==> src/include/gha_pkg.sv <==
// package of constants for the gantry homing and alignment controller
package gha_pkg;
  localparam logic [7:0] GHA_CTRL_OFS = 8'h00;
  localparam logic [7:0] GHA_CMD_OFS = 8'h04;
  localparam logic [7:0] GHA_REF_M_OFS = 8'h08;
  localparam logic [7:0] GHA_REF_S_OFS = 8'h0c;
  localparam logic [7:0] GHA_MAX_GANTRY_DIFFERENCE_OFS = 8'h10;
  localparam logic [7:0] GHA_LIM_P_OFS = 8'h14;
  localparam logic [7:0] GHA_LIM_N_OFS = 8'h18;
  localparam logic [7:0] GHA_STATUS_OFS = 8'h1c;
  localparam logic [7:0] GHA_IRQ_STAT_OFS = 8'h20;
  localparam logic [7:0] GHA_IRQ_MASK_OFS = 8'h24;
  localparam logic [7:0] GHA_SHIFT_OFS = 8'h28;
  // ctrl fields
  localparam int GHA_C_AUTO = 0;
  localparam int GHA_C_DIR = 1;
  localparam int GHA_C_SWITCH = 2;
  localparam int GHA_C_GANTRY_M = 3;
  localparam int GHA_C_GANTRY_S = 4;
  localparam int GHA_C_PTYPE = 5;
  localparam int GHA_C_CODED = 7;
  localparam int GHA_CTRL_W = 8;
  localparam logic [GHA_CTRL_W-1:0] GHA_CTRL_RST = 8'h18;
  // cmd fields, write-only pulses
  localparam int GHA_K_START = 0;
  localparam int GHA_K_APPLY = 1;
  // irq fields
  localparam int GHA_I_HOMED = 0;
  localparam int GHA_I_COMP = 1;
  localparam int GHA_I_EXCEED = 2;
  localparam int GHA_I_FERR = 3;
  localparam int GHA_IRQ_W = 4;
  localparam logic [31:0] GHA_REF_RST = 32'h0000_0000;
  localparam logic [31:0] GHA_MAX_GANTRY_DIFFERENCE_RST = 32'h0000_1000;
  localparam logic [31:0] GHA_LIM_P_RST = 32'h7fff_ffff;
  localparam logic [31:0] GHA_LIM_N_RST = 32'h8000_0000;
  typedef enum logic [2:0] {
    GHA_IDLE = 3'b000,
    GHA_BACKOFF = 3'b001,
    GHA_APPROACH1 = 3'b010,
    GHA_SEARCH1 = 3'b011,
    GHA_APPROACH2 = 3'b100,
    GHA_SEARCH2 = 3'b101,
    GHA_DONE = 3'b110
  } gha_state_t;
endpackage

==> src/design/gha_ctrl.sv <==
// gantry pair homing, alignment compensation and wishbone register file
`timescale 1ns/1ps
module gha_ctrl (
  input wire logic clk_i,
  input wire logic rst_i,
  input wire logic wb_cyc_i,
  input wire logic wb_stb_i,
  input wire logic wb_we_i,
  input wire logic [7:0] wb_adr_i,
  input wire logic [3:0] wb_sel_i,
  input wire logic [31:0] wb_dat_i,
  output logic [31:0] wb_dat_o,
  output logic wb_ack_o,
  input wire logic [1:0] home_switch_i,
  input wire logic [1:0] axis_deceleration_input_i,
  input wire logic [1:0] marker_i,
  input wire logic signed [31:0] master_pos_i,
  input wire logic signed [31:0] slave_pos_i,
  input wire logic axis_servo_on_mark_i,
  input wire logic gantry_comp_request_mark_i,
  output logic move_o,
  output logic dir_o,
  output logic feed_second_o,
  output logic [1:0] pos_load_o,
  output logic signed [31:0] pos_load_val_o,
  output logic slave_shift_o,
  output logic signed [31:0] slave_shift_val_o,
  output logic slave_ferr_clear_o,
  output logic gantry_difference_exceeded_mark_o,
  output logic signed [31:0] limit_pos_o,
  output logic signed [31:0] limit_neg_o,
  output logic irq_o
);
  import gha_pkg::*;

  // software-visible pending values and the copies in force
  logic [GHA_CTRL_W-1:0] ctrl;
  logic [31:0] ref_m_new, ref_s_new, max_gantry_difference_new, lim_p_new, lim_n_new;
  logic signed [31:0] ref_m, ref_s;
  logic [31:0] max_gantry_difference;
  logic [GHA_IRQ_W-1:0] irq_stat, irq_mask;
  gha_state_t state;
  logic first_ax;
  logic dir_flip;
  logic [1:0] marker_q, switch_q, axis_deceleration_input_q;
  logic servo_q, req_q;
  logic [1:0] homed;

  // bus decode
  wire bus_req = wb_cyc_i & wb_stb_i & ~wb_ack_o;
  wire bus_wr = bus_req & wb_we_i;
  wire [31:0] bmask = {{8{wb_sel_i[3]}}, {8{wb_sel_i[2]}}, {8{wb_sel_i[1]}}, {8{wb_sel_i[0]}}};
  wire wr_ctrl = bus_wr & (wb_adr_i == GHA_CTRL_OFS);
  wire wr_cmd = bus_wr & (wb_adr_i == GHA_CMD_OFS);
  wire wr_ref_m = bus_wr & (wb_adr_i == GHA_REF_M_OFS);
  wire wr_ref_s = bus_wr & (wb_adr_i == GHA_REF_S_OFS);
  wire wr_maxd = bus_wr & (wb_adr_i == GHA_MAX_GANTRY_DIFFERENCE_OFS);
  wire wr_lim_p = bus_wr & (wb_adr_i == GHA_LIM_P_OFS);
  wire wr_lim_n = bus_wr & (wb_adr_i == GHA_LIM_N_OFS);
  wire wr_istat = bus_wr & (wb_adr_i == GHA_IRQ_STAT_OFS);
  wire wr_imask = bus_wr & (wb_adr_i == GHA_IRQ_MASK_OFS);
  wire cmd_start = wr_cmd & wb_sel_i[0] & wb_dat_i[GHA_K_START];
  wire cmd_apply = wr_cmd & wb_sel_i[0] & wb_dat_i[GHA_K_APPLY];

  // configuration fields
  wire auto_gantry_comp_enable = ctrl[GHA_C_AUTO];
  wire homing_direction = ctrl[GHA_C_DIR];
  wire home_switch_present = ctrl[GHA_C_SWITCH];
  wire pair_is_gantry = ctrl[GHA_C_GANTRY_M] & ctrl[GHA_C_GANTRY_S];
  wire [1:0] marker_pulse_type = ctrl[GHA_C_PTYPE +: 2];
  wire marker_feedback_type = ctrl[GHA_C_CODED];

  // marker edge: bit0 picks trailing, bit1 picks negative polarity
  wire [1:0] mk_now = marker_i ^ {2{marker_pulse_type[1]}};
  wire [1:0] mk_old = marker_q ^ {2{marker_pulse_type[1]}};
  wire [1:0] mk_edge = marker_pulse_type[0] ? (mk_old & ~mk_now) : (~mk_old & mk_now);
  wire [1:0] sw_rise = home_switch_i & ~switch_q;
  wire [1:0] dec_rise = axis_deceleration_input_i & ~axis_deceleration_input_q;

  // mark edges against the previous cycle's sample
  wire servo_rise = axis_servo_on_mark_i & ~servo_q;
  wire req_rise = gantry_comp_request_mark_i & ~req_q;
  wire mark_comp = pair_is_gantry & ((req_rise & axis_servo_on_mark_i)
    | (servo_rise & gantry_comp_request_mark_i));
  wire ferr_fix = ~pair_is_gantry & servo_rise;

  // homing flow
  wire cur_ax = (state == GHA_SEARCH2 || state == GHA_APPROACH2) ? ~first_ax : first_ax;
  wire search_st = (state == GHA_SEARCH1) | (state == GHA_SEARCH2);
  wire found = search_st & mk_edge[cur_ax];
  // distance-coded search turns round on switch or deceleration input
  wire reverse = search_st & marker_feedback_type & (sw_rise[cur_ax] | dec_rise[cur_ax]);
  wire both_homed = (state == GHA_SEARCH2) & found;
  // the loads reach the axis positions two cycles after the last marker
  logic [1:0] auto_dly;
  wire auto_comp = auto_dly[1];

  // master minus slave after the loads; difference check guards every compensation
  wire signed [31:0] diff = master_pos_i - slave_pos_i;
  wire [31:0] diff_abs = diff[31] ? 32'(-diff) : 32'(diff);
  wire comp_try = auto_comp | mark_comp;
  wire too_far = diff_abs > max_gantry_difference;
  wire load_val_sel = cur_ax;
  wire signed [31:0] load_val = load_val_sel ? ref_s : ref_m;

  gha_state_t next_state;
  logic next_first;
  always_comb begin
    next_state = state;
    next_first = first_ax;
    unique case (state)
      GHA_IDLE: begin
        if (cmd_start) begin
          if (home_switch_present && !marker_feedback_type && (home_switch_i != 2'b00)) begin
            next_state = GHA_BACKOFF;
            next_first = ~home_switch_i[0];
          end else if (home_switch_present && !marker_feedback_type) begin
            next_state = GHA_APPROACH1;
          end else begin
            next_state = GHA_SEARCH1;
            next_first = 1'b0;
          end
        end
      end
      GHA_BACKOFF: begin
        if (home_switch_i == 2'b00) begin
          next_state = GHA_SEARCH1;
        end
      end
      GHA_APPROACH1: begin
        if (home_switch_i != 2'b00) begin
          next_state = GHA_BACKOFF;
          next_first = ~home_switch_i[0];
        end
      end
      GHA_SEARCH1: begin
        if (found) begin
          next_state = (home_switch_present && !marker_feedback_type) ? GHA_APPROACH2 : GHA_SEARCH2;
        end
      end
      GHA_APPROACH2: begin
        if (home_switch_i[~first_ax]) begin
          next_state = GHA_SEARCH2;
        end
      end
      GHA_SEARCH2: begin
        if (found) begin
          next_state = GHA_DONE;
        end
      end
      GHA_DONE: begin
        next_state = GHA_IDLE;
      end
      default: begin
        next_state = GHA_IDLE;
      end
    endcase
  end

  // direction: backing off is against the configured direction
  wire next_dir = (next_state == GHA_BACKOFF) ? ~homing_direction : (homing_direction ^ dir_flip);
  wire next_move = (next_state != GHA_IDLE) && (next_state != GHA_DONE);
  // approach at the first rate, everything else at the second
  wire next_feed2 = (next_state != GHA_APPROACH1) && (next_state != GHA_APPROACH2);

  always_ff @(posedge clk_i) begin
    if (rst_i) begin
      state <= GHA_IDLE;
      first_ax <= 1'b0;
      dir_flip <= 1'b0;
      move_o <= 1'b0;
      dir_o <= 1'b0;
      feed_second_o <= 1'b0;
      homed <= 2'b00;
    end else begin
      state <= next_state;
      first_ax <= next_first;
      move_o <= next_move;
      dir_o <= next_dir;
      feed_second_o <= next_feed2;
      if (cmd_start && state == GHA_IDLE) begin
        dir_flip <= 1'b0;
        homed <= 2'b00;
      end else if (reverse) begin
        dir_flip <= ~dir_flip;
      end
      if (found) begin
        homed[cur_ax] <= 1'b1;
      end
    end
  end

  // input and mark samples for edge detection
  always_ff @(posedge clk_i) begin
    if (rst_i) begin
      marker_q <= 2'b00;
      switch_q <= 2'b00;
      axis_deceleration_input_q <= 2'b00;
      servo_q <= 1'b0;
      req_q <= 1'b0;
    end else begin
      marker_q <= marker_i;
      switch_q <= home_switch_i;
      axis_deceleration_input_q <= axis_deceleration_input_i;
      servo_q <= axis_servo_on_mark_i;
      req_q <= gantry_comp_request_mark_i;
    end
  end

  // position load, slave shift and following-error strobes
  always_ff @(posedge clk_i) begin
    if (rst_i) begin
      pos_load_o <= 2'b00;
      pos_load_val_o <= 32'sh0;
      slave_shift_o <= 1'b0;
      slave_shift_val_o <= 32'sh0;
      slave_ferr_clear_o <= 1'b0;
      gantry_difference_exceeded_mark_o <= 1'b0;
      auto_dly <= 2'b00;
    end else begin
      pos_load_o <= found ? (cur_ax ? 2'b10 : 2'b01) : 2'b00;
      if (found) begin
        pos_load_val_o <= load_val;
      end
      slave_shift_o <= comp_try & ~too_far;
      slave_ferr_clear_o <= ferr_fix;
      auto_dly <= {auto_dly[0], both_homed & auto_gantry_comp_enable};
      if (comp_try && !too_far) begin
        slave_shift_val_o <= diff;
      end
      if (comp_try) begin
        gantry_difference_exceeded_mark_o <= too_far;
      end
    end
  end

  // registers; the limits and references in force change only on reset or apply
  always_ff @(posedge clk_i) begin
    if (rst_i) begin
      ctrl <= GHA_CTRL_RST;
      ref_m_new <= GHA_REF_RST;
      ref_s_new <= GHA_REF_RST;
      max_gantry_difference_new <= GHA_MAX_GANTRY_DIFFERENCE_RST;
      lim_p_new <= GHA_LIM_P_RST;
      lim_n_new <= GHA_LIM_N_RST;
      ref_m <= GHA_REF_RST;
      ref_s <= GHA_REF_RST;
      max_gantry_difference <= GHA_MAX_GANTRY_DIFFERENCE_RST;
      limit_pos_o <= GHA_LIM_P_RST;
      limit_neg_o <= GHA_LIM_N_RST;
      irq_mask <= '0;
    end else begin
      if (wr_ctrl) ctrl <= (ctrl & ~bmask[GHA_CTRL_W-1:0]) | (wb_dat_i[GHA_CTRL_W-1:0] & bmask[GHA_CTRL_W-1:0]);
      if (wr_ref_m) ref_m_new <= (ref_m_new & ~bmask) | (wb_dat_i & bmask);
      if (wr_ref_s) ref_s_new <= (ref_s_new & ~bmask) | (wb_dat_i & bmask);
      if (wr_maxd) max_gantry_difference_new <= (max_gantry_difference_new & ~bmask) | (wb_dat_i & bmask);
      if (wr_lim_p) lim_p_new <= (lim_p_new & ~bmask) | (wb_dat_i & bmask);
      if (wr_lim_n) lim_n_new <= (lim_n_new & ~bmask) | (wb_dat_i & bmask);
      if (wr_imask) irq_mask <= wb_dat_i[GHA_IRQ_W-1:0];
      if (cmd_apply) begin
        ref_m <= ref_m_new;
        ref_s <= ref_s_new;
        max_gantry_difference <= max_gantry_difference_new;
        limit_pos_o <= lim_p_new;
        limit_neg_o <= lim_n_new;
      end
    end
  end

  // sticky events, write one to clear; a same-cycle event wins
  wire [GHA_IRQ_W-1:0] irq_set = {ferr_fix, comp_try & too_far, comp_try & ~too_far, both_homed};
  wire [GHA_IRQ_W-1:0] irq_clr = wr_istat ? wb_dat_i[GHA_IRQ_W-1:0] : '0;
  always_ff @(posedge clk_i) begin
    if (rst_i) begin
      irq_stat <= '0;
      irq_o <= 1'b0;
    end else begin
      irq_stat <= (irq_stat & ~irq_clr) | irq_set;
      irq_o <= |(((irq_stat & ~irq_clr) | irq_set) & irq_mask);
    end
  end

  // read mux; unmapped and write-only offsets read zero
  wire [31:0] status_word = {24'h0, gantry_difference_exceeded_mark_o, first_ax, homed, state, move_o};
  wire [31:0] rd_mux =
    (wb_adr_i == GHA_CTRL_OFS) ? {24'h0, ctrl} :
    (wb_adr_i == GHA_REF_M_OFS) ? ref_m_new :
    (wb_adr_i == GHA_REF_S_OFS) ? ref_s_new :
    (wb_adr_i == GHA_MAX_GANTRY_DIFFERENCE_OFS) ? max_gantry_difference_new :
    (wb_adr_i == GHA_LIM_P_OFS) ? lim_p_new :
    (wb_adr_i == GHA_LIM_N_OFS) ? lim_n_new :
    (wb_adr_i == GHA_STATUS_OFS) ? status_word :
    (wb_adr_i == GHA_IRQ_STAT_OFS) ? {28'h0, irq_stat} :
    (wb_adr_i == GHA_IRQ_MASK_OFS) ? {28'h0, irq_mask} :
    (wb_adr_i == GHA_SHIFT_OFS) ? slave_shift_val_o : 32'h0;

  always_ff @(posedge clk_i) begin
    if (rst_i) begin
      wb_ack_o <= 1'b0;
      wb_dat_o <= 32'h0;
    end else begin
      wb_ack_o <= bus_req;
      if (bus_req && !wb_we_i) wb_dat_o <= rd_mux;
    end
  end
endmodule

==> config.mk <==
export PLATFORM = sky130hd
export DESIGN_NAME = gha_ctrl
export DESIGN_NICKNAME = d
export VERILOG_FILES = /design/src/include/gha_pkg.sv /design/src/design/gha_ctrl.sv
export SDC_FILE = /design/constraint.sdc
export NUM_CORES = 1
export LEC_CHECK = 0
export ABC_CLOCK_PERIOD_IN_PS = 6400
export BUFFER_PORTS_ARGS = -buffer_cell sky130_fd_sc_hd__buf_2
export CORE_UTILIZATION = 45
export DETAILED_ROUTE_END_ITERATION = 6
export PLACE_DENSITY = 0.77
export SYNTH_ARGS = -nofsm -noshare
export SYNTH_HDL_FRONTEND = slang
export SYNTH_SLANG_ARGS = --single-unit
==> constraint.sdc <==
create_clock -name clk_i -period 6.4 [get_ports clk_i]
set_input_delay 0.96 -clock clk_i [delete_from_list [all_inputs] [get_ports clk_i]]
set_output_delay 0.96 -clock clk_i [all_outputs]
set_load 0.1 [all_outputs]
======== After elaboration in Yosys (flattened, before gate mapping) ========
Cells that the tools add are included.
storage, ports and cells
  flip-flop bits (word level) ............. 459
  input bits .............................. 121
  output and inout bits ................... 170
  logic and storage cells ................. 205
operators by class
  $add $sub $neg .......................... 2
  magnitude comparators ................... 4
  equality and inequality tests ........... 22
  muxes and demuxes ....................... 45
  bitwise logic cells ..................... 75
  reductions and logical operators ........ 22
operator list
  kind                number
  $mux 32             12
  $and 32x32->32      6
  $or 32x32->32       5
  $eq 8x5->1 const B  4
  $gt 32x32->1        1
  $neg 32->32         1
  $not 32->32         1
  $sub 32x32->32      1
  $and 1x1->1         29
  $eq 8x6->1 const B  3
  $mux 3              6
  $pmux 3 s6          1
  $mux 1              17
  $and 8x8->8         2
  $eq 8x4->1 const B  2
  $mux 2              6
  $not 1->1           10
  $ne 3x3->1 const B  3
  $and 2x2->2         4
  $and 4x4->4         2
  $eq 8x3->1 const B  1
  $logic_and 1x1->1   8
  $logic_not 8->1     1
  $not 2->2           4
  27 further kinds    40

======== Longest topological paths before layout ========
  word-level depth ........................ 11
  depth in mapped cells ................... 26
  mapped depth without buffers ............ 24

======== Worst setup path before layout ========
OpenSTA, ideal clock, no wires.
  kind .................................... input to register
  from .................................... input master_pos_i[0]
  to ...................................... register slave_shift_val_o[17]
  setup time .............................. 0.128 ns
  arrival ................................. 6.025 ns
  required time ........................... 6.272 ns
  path slack .............................. 0.248 ns
  stages .................................. 22
  path buffers ............................ 1
  cells stage by stage .................... inv_1 -> ha_1 -> fa_1 -> nor2b_1 -> o31a_1 -> o211a_4 -> a31oi_2 -> o21ba_2 -> xnor2_1 -> or4_4 -> nor4b_4 -> a21oi_1 -> xor2_1 -> ha_1 -> nand4_1 -> or3_1 -> nor4_1 -> o31ai_1 -> o21bai_1 -> clkbuf_1 -> mux2i_1 -> nor2_1
on the way
  cells in the longest elaborated chain, start to end .. 6
ends and longest elaborated chain
  element               RTL line         RTL
  from (decl)           gha_ctrl.sv:17   input wire logic signed [31:0] master_pos_i,
  $sub 32x32->32 (*)    gha_ctrl.sv:99   wire signed [31:0] diff = master_pos_i - slave_pos_i;
  $neg 32->32           gha_ctrl.sv:100  wire [31:0] diff_abs = diff[31] ? 32'(-diff) : 32'(diff);
  $mux 32               gha_ctrl.sv:100
  $gt 32x32->1          gha_ctrl.sv:102  wire too_far = diff_abs > max_gantry_difference;
  $logic_not 1->1       gha_ctrl.sv:228  if (comp_try && !too_far) begin
  $logic_and 1x1->1     gha_ctrl.sv:228
  to (signal assigned)  gha_ctrl.sv:229  slave_shift_val_o <= diff;
  to (decl)             gha_ctrl.sv:27   output logic signed [31:0] slave_shift_val_o,
Every way passes the cells marked *; elsewhere a longest branch is shown, timed or not.
A chain may end at the register's enable or synchronous reset.

======== Worst setup path after layout ========
  from .................................... input master_pos_i[0]
  to ...................................... register irq_o
on the way
  cells in the longest elaborated chain, start to end .. 9
  elaborated cells on any way between the ends .. 10
  those cells by class .................... add/sub: 2; order compare: 1; mux: 1; bitwise: 5; reduce/logical: 1
ends and longest elaborated chain
  element               RTL line         RTL
  $sub 32x32->32 (*)    gha_ctrl.sv:99
  $neg 32->32           gha_ctrl.sv:100
  $mux 32 (*)           gha_ctrl.sv:100
  $gt 32x32->1 (*)      gha_ctrl.sv:102
  $not 1->1             gha_ctrl.sv:271  wire [GHA_IRQ_W-1:0] irq_set = {ferr_fix, comp_try & too_far, comp_try & ~too_far, both_homed};
  $and 1x1->1           gha_ctrl.sv:271
  $or 4x4->4 (*)        gha_ctrl.sv:279  irq_o <= |(((irq_stat & ~irq_clr) | irq_set) & irq_mask);
  $and 4x4->4 (*)       gha_ctrl.sv:279
  $reduce_or 4->1 (*)   gha_ctrl.sv:279
  to (signal assigned)  gha_ctrl.sv:279
  to (decl)             gha_ctrl.sv:32   output logic irq_o
Marks and branches as above.

==> results.cfg <==
[grt]
grt_pass1_wl_mm = 107
grt_max_degree = 118
grt.met3_usage_pct = 6.36
grt_use_total_pct = 28.7
grt_util_met1_pct = 39.7
antenna_found_initial = 5
grt_util_met2_pct = 43.5
grt-busiest-layer = met2
grt_pass1_vias = 18935
gr-total-overflow = 0

[logic_synthesis]
synth_top_cell_area_share_pct = 44.0
avgSynthCellArea_um2 = 7.84
synth_top_family_by_area = simple AND/OR/NAND/NOR gates
yosys-top-cells-count = 666 x nand2_1, 459 x dfxtp_1, 327 x a21oi_1, 179 x nor2_1, 170 x nand3_1
synthMuxAreaShare_pct = 3.04
seq_area_frac_synth_pct = 44.0
syn_area_um2 = 20900
ys_async_sr_fraction_pct = 0
synth_xor_area_share_pct = 2.43
synth_top_area_cell = dfxtp_1
ys.flop_type = dfxtp_1
ys_seq_elements = 459
yosys-top-cells-area = dfxtp_1 44%, nand2_1 12%, a21oi_1 7.8%, nand3_1 4.1%, ha_1 3.8%
synth_cells = 2666
synth_nets = 2852
yosys_warnings = 0
post-synth-top-count-cell = nand2_1
synth_edf_count = 0
synthAdderAreaFrac_pct = 3.93
synth-simple-area-share_pct = 23.4
synth-compound-area-share_pct = 18.5
yosys.cell_types.count = 72

[die]
core_um2 = 45600
initial_core_util_pct = 45.9
die_width_um = 218
rows = 78
io_pins = 291
die_h_um = 218
design.die.area_um2 = 47300

[clocking]
postCtsHoldBufs = 0
clkTransAtPathRegs_ns = 0.06
cts_tree = done
htree_levels = 2
numCtsBuffers = 46
clk_latency_ns = 0.56
cts_sinks = 459
cts-root-buf = clkbuf_16
clock_path_buffers = 3

[worst_hold_path]
worstHoldPathType = flop to flop
hold_depth = 2

[layout]
multi_input_area_um2 = 10800
nNetsFinal = 3067
regArea_um2 = 9190
drive_above_1_share_pct = 15.4
syn2layout_area_growth_pct = 17.0
nFillCells = 4289

[worst_setup_path]
crit_type = input port to flop
end_kind = flop
cp.required_ns = 6.80
start_kind = input port
arrival_ns = 6.43
reg2reg_depth = 7
critical_path_peak_fanout = 5

[timing]
period_minus_slack_ns = 6.03
setup-tns-final_ns = 0
hold_violations = 0
max_freq_mhz = 166
period_share_pct = 94.2
worst_pin_slew_ns = 1.35
slew_viol_final = 0
skew_ns = 0.0132
rsz0062_at_grt = no
setup-violations-final = 0
max_slew_margin_pct = 9.20

[outcome]
status = finished clean

[pwr]
max-vdd-ir-drop_v = 0.000184
leakage_nw = 9.81
powerDensity_nw_per_um2 = 284
finalPower_mw = 6.94

[place]
dp_hpwl_mm = 50.8
port_buffers = 290
gp_congestion = 1.00

[routing]
drt_wl_total_mm = 70.1
drc = 0
dr_total_vias = 20222
drtIter0Drc = 2095
firstDrtPassIters = 5
drt.antenna.violating_nets = 0
wl_per_cell_um = 19.9
viasPerCell = 5.75

[job]
cap_violations = 0
[layout make-up]
cell class,instances,area share [%]
Sequential cell,459,37.6
Clock buffer,64,5.39
Inverter,84,1.29
Clock inverter,14,0.670
Multi-Input combinational cell,1948,44.3
Antenna cell,6,0.0614
Timing Repair Buffer,342,7.68
Tap cell,600,3.07
[per-layer routing]
metal,up-vias,share of wire (%)
li1,9637,-
met1,9505,43
met2,942,44
met3,138,9.5
met4,0,3.5
met5,-,0
[kinds of logic after synthesis]
| family | after synthesis |
|---|---|
| buffers and inverters | 259 |
| AOI/OAI and AO/OA | 618 |
| and+or+nand+nor | 1145 |
| adders and majority gates | 65 |
| muxes | 62 |
| DFF | 459 |
| xor gates and xnor gates | 58 |
[cells in the final DEF, fill, tap and decap left out, drive strengths merged, types with 6 or more instances in the layout]
master,netlist,routed
nand2b,14,14
clkbuf,159,64
mux2i,60,60
inv,84,86
or2,8,8
a21oi,327,327
nand4,11,11
nor2b,22,22
o21ai,51,51
a22oi,15,15
diode,0,6
a311oi,8,8
or3,13,13
ha,64,64
nand2,667,667
clkinv,0,9
a222oi,14,14
a31oi,9,9
a22o,17,17
xor2,20,20
nor3,15,15
dfxtp,459,459
nand3,170,170
o21a,12,12
nor2,179,179
buf,16,342
xnor2,38,38
o211ai,6,6
a211oi,59,59
a221oi,49,49
or4,7,7
and2,12,12
a21o,15,15
nor4,9,9
[path summary, 6_finish.rpt]
check	startpoint	to	slack (ns)
max reg2reg	state[2]	homed[1]	2.55
min	ref_s[3]	ref_s[3]	0.45
max	master_pos_i[0]	irq_o	0.37
min reg2reg	ref_s[3]	ref_s[3]	0.45
[through the flow]
stage               instance area, µm²  hold slack (ns)  setup slack, ns  cells  utilization (%)
floorplan                        20900            0.414            0.248   2666                -
global placement                 22900            0.423          -0.0219   3432             50.3
detailed placement               22900            0.443           -0.284   3432             50.3
CTS                              24400            0.454            0.245   3510             53.6
global route                     24400            0.471           0.0347   3514             53.6
finish                           24500            0.452            0.369   3517             53.6
[what timing repair did]
action                                 4_1_cts  5_1_grt
setup endpoints to repair                    0       37
setup buffers                                0        1
gates resized for setup                      0        3
endpoints found under the hold margin        0        0
[where the power goes]
group	internal (mW)	switching, mW	leakage (nW)
clock network	1.55	1.13	0.738
logic	0.419	0.871	5.36
registers	2.90	0.0552	3.71
total	4.88	2.06	9.81
[worst max-delay path, cell delays in order]
cell and delay, ns:
buf_2 0.07, inv_1 0.04, ha_1 0.21, fa_1 0.41
nor2b_1 0.16, o31a_1 0.21, o21a_1 0.13, nor2_1 0.04
xnor2_1 0.13, or4_1 0.64, nor4_1 0.44, nor4b_4 0.41
a21oi_1 0.14, xor2_1 0.18, ha_1 0.32, a21oi_1 0.07
nor2b_1 0.09, o21ai_0 0.09, a211o_1 0.27, o21ai_0 0.29
nor4_1 0.09, buf_4 0.16, o21bai_4 0.23, nand2_1 0.09
a222oi_1 0.39, a21oi_1 0.13
No activity file was read; power rests on OpenSTA's default activity.
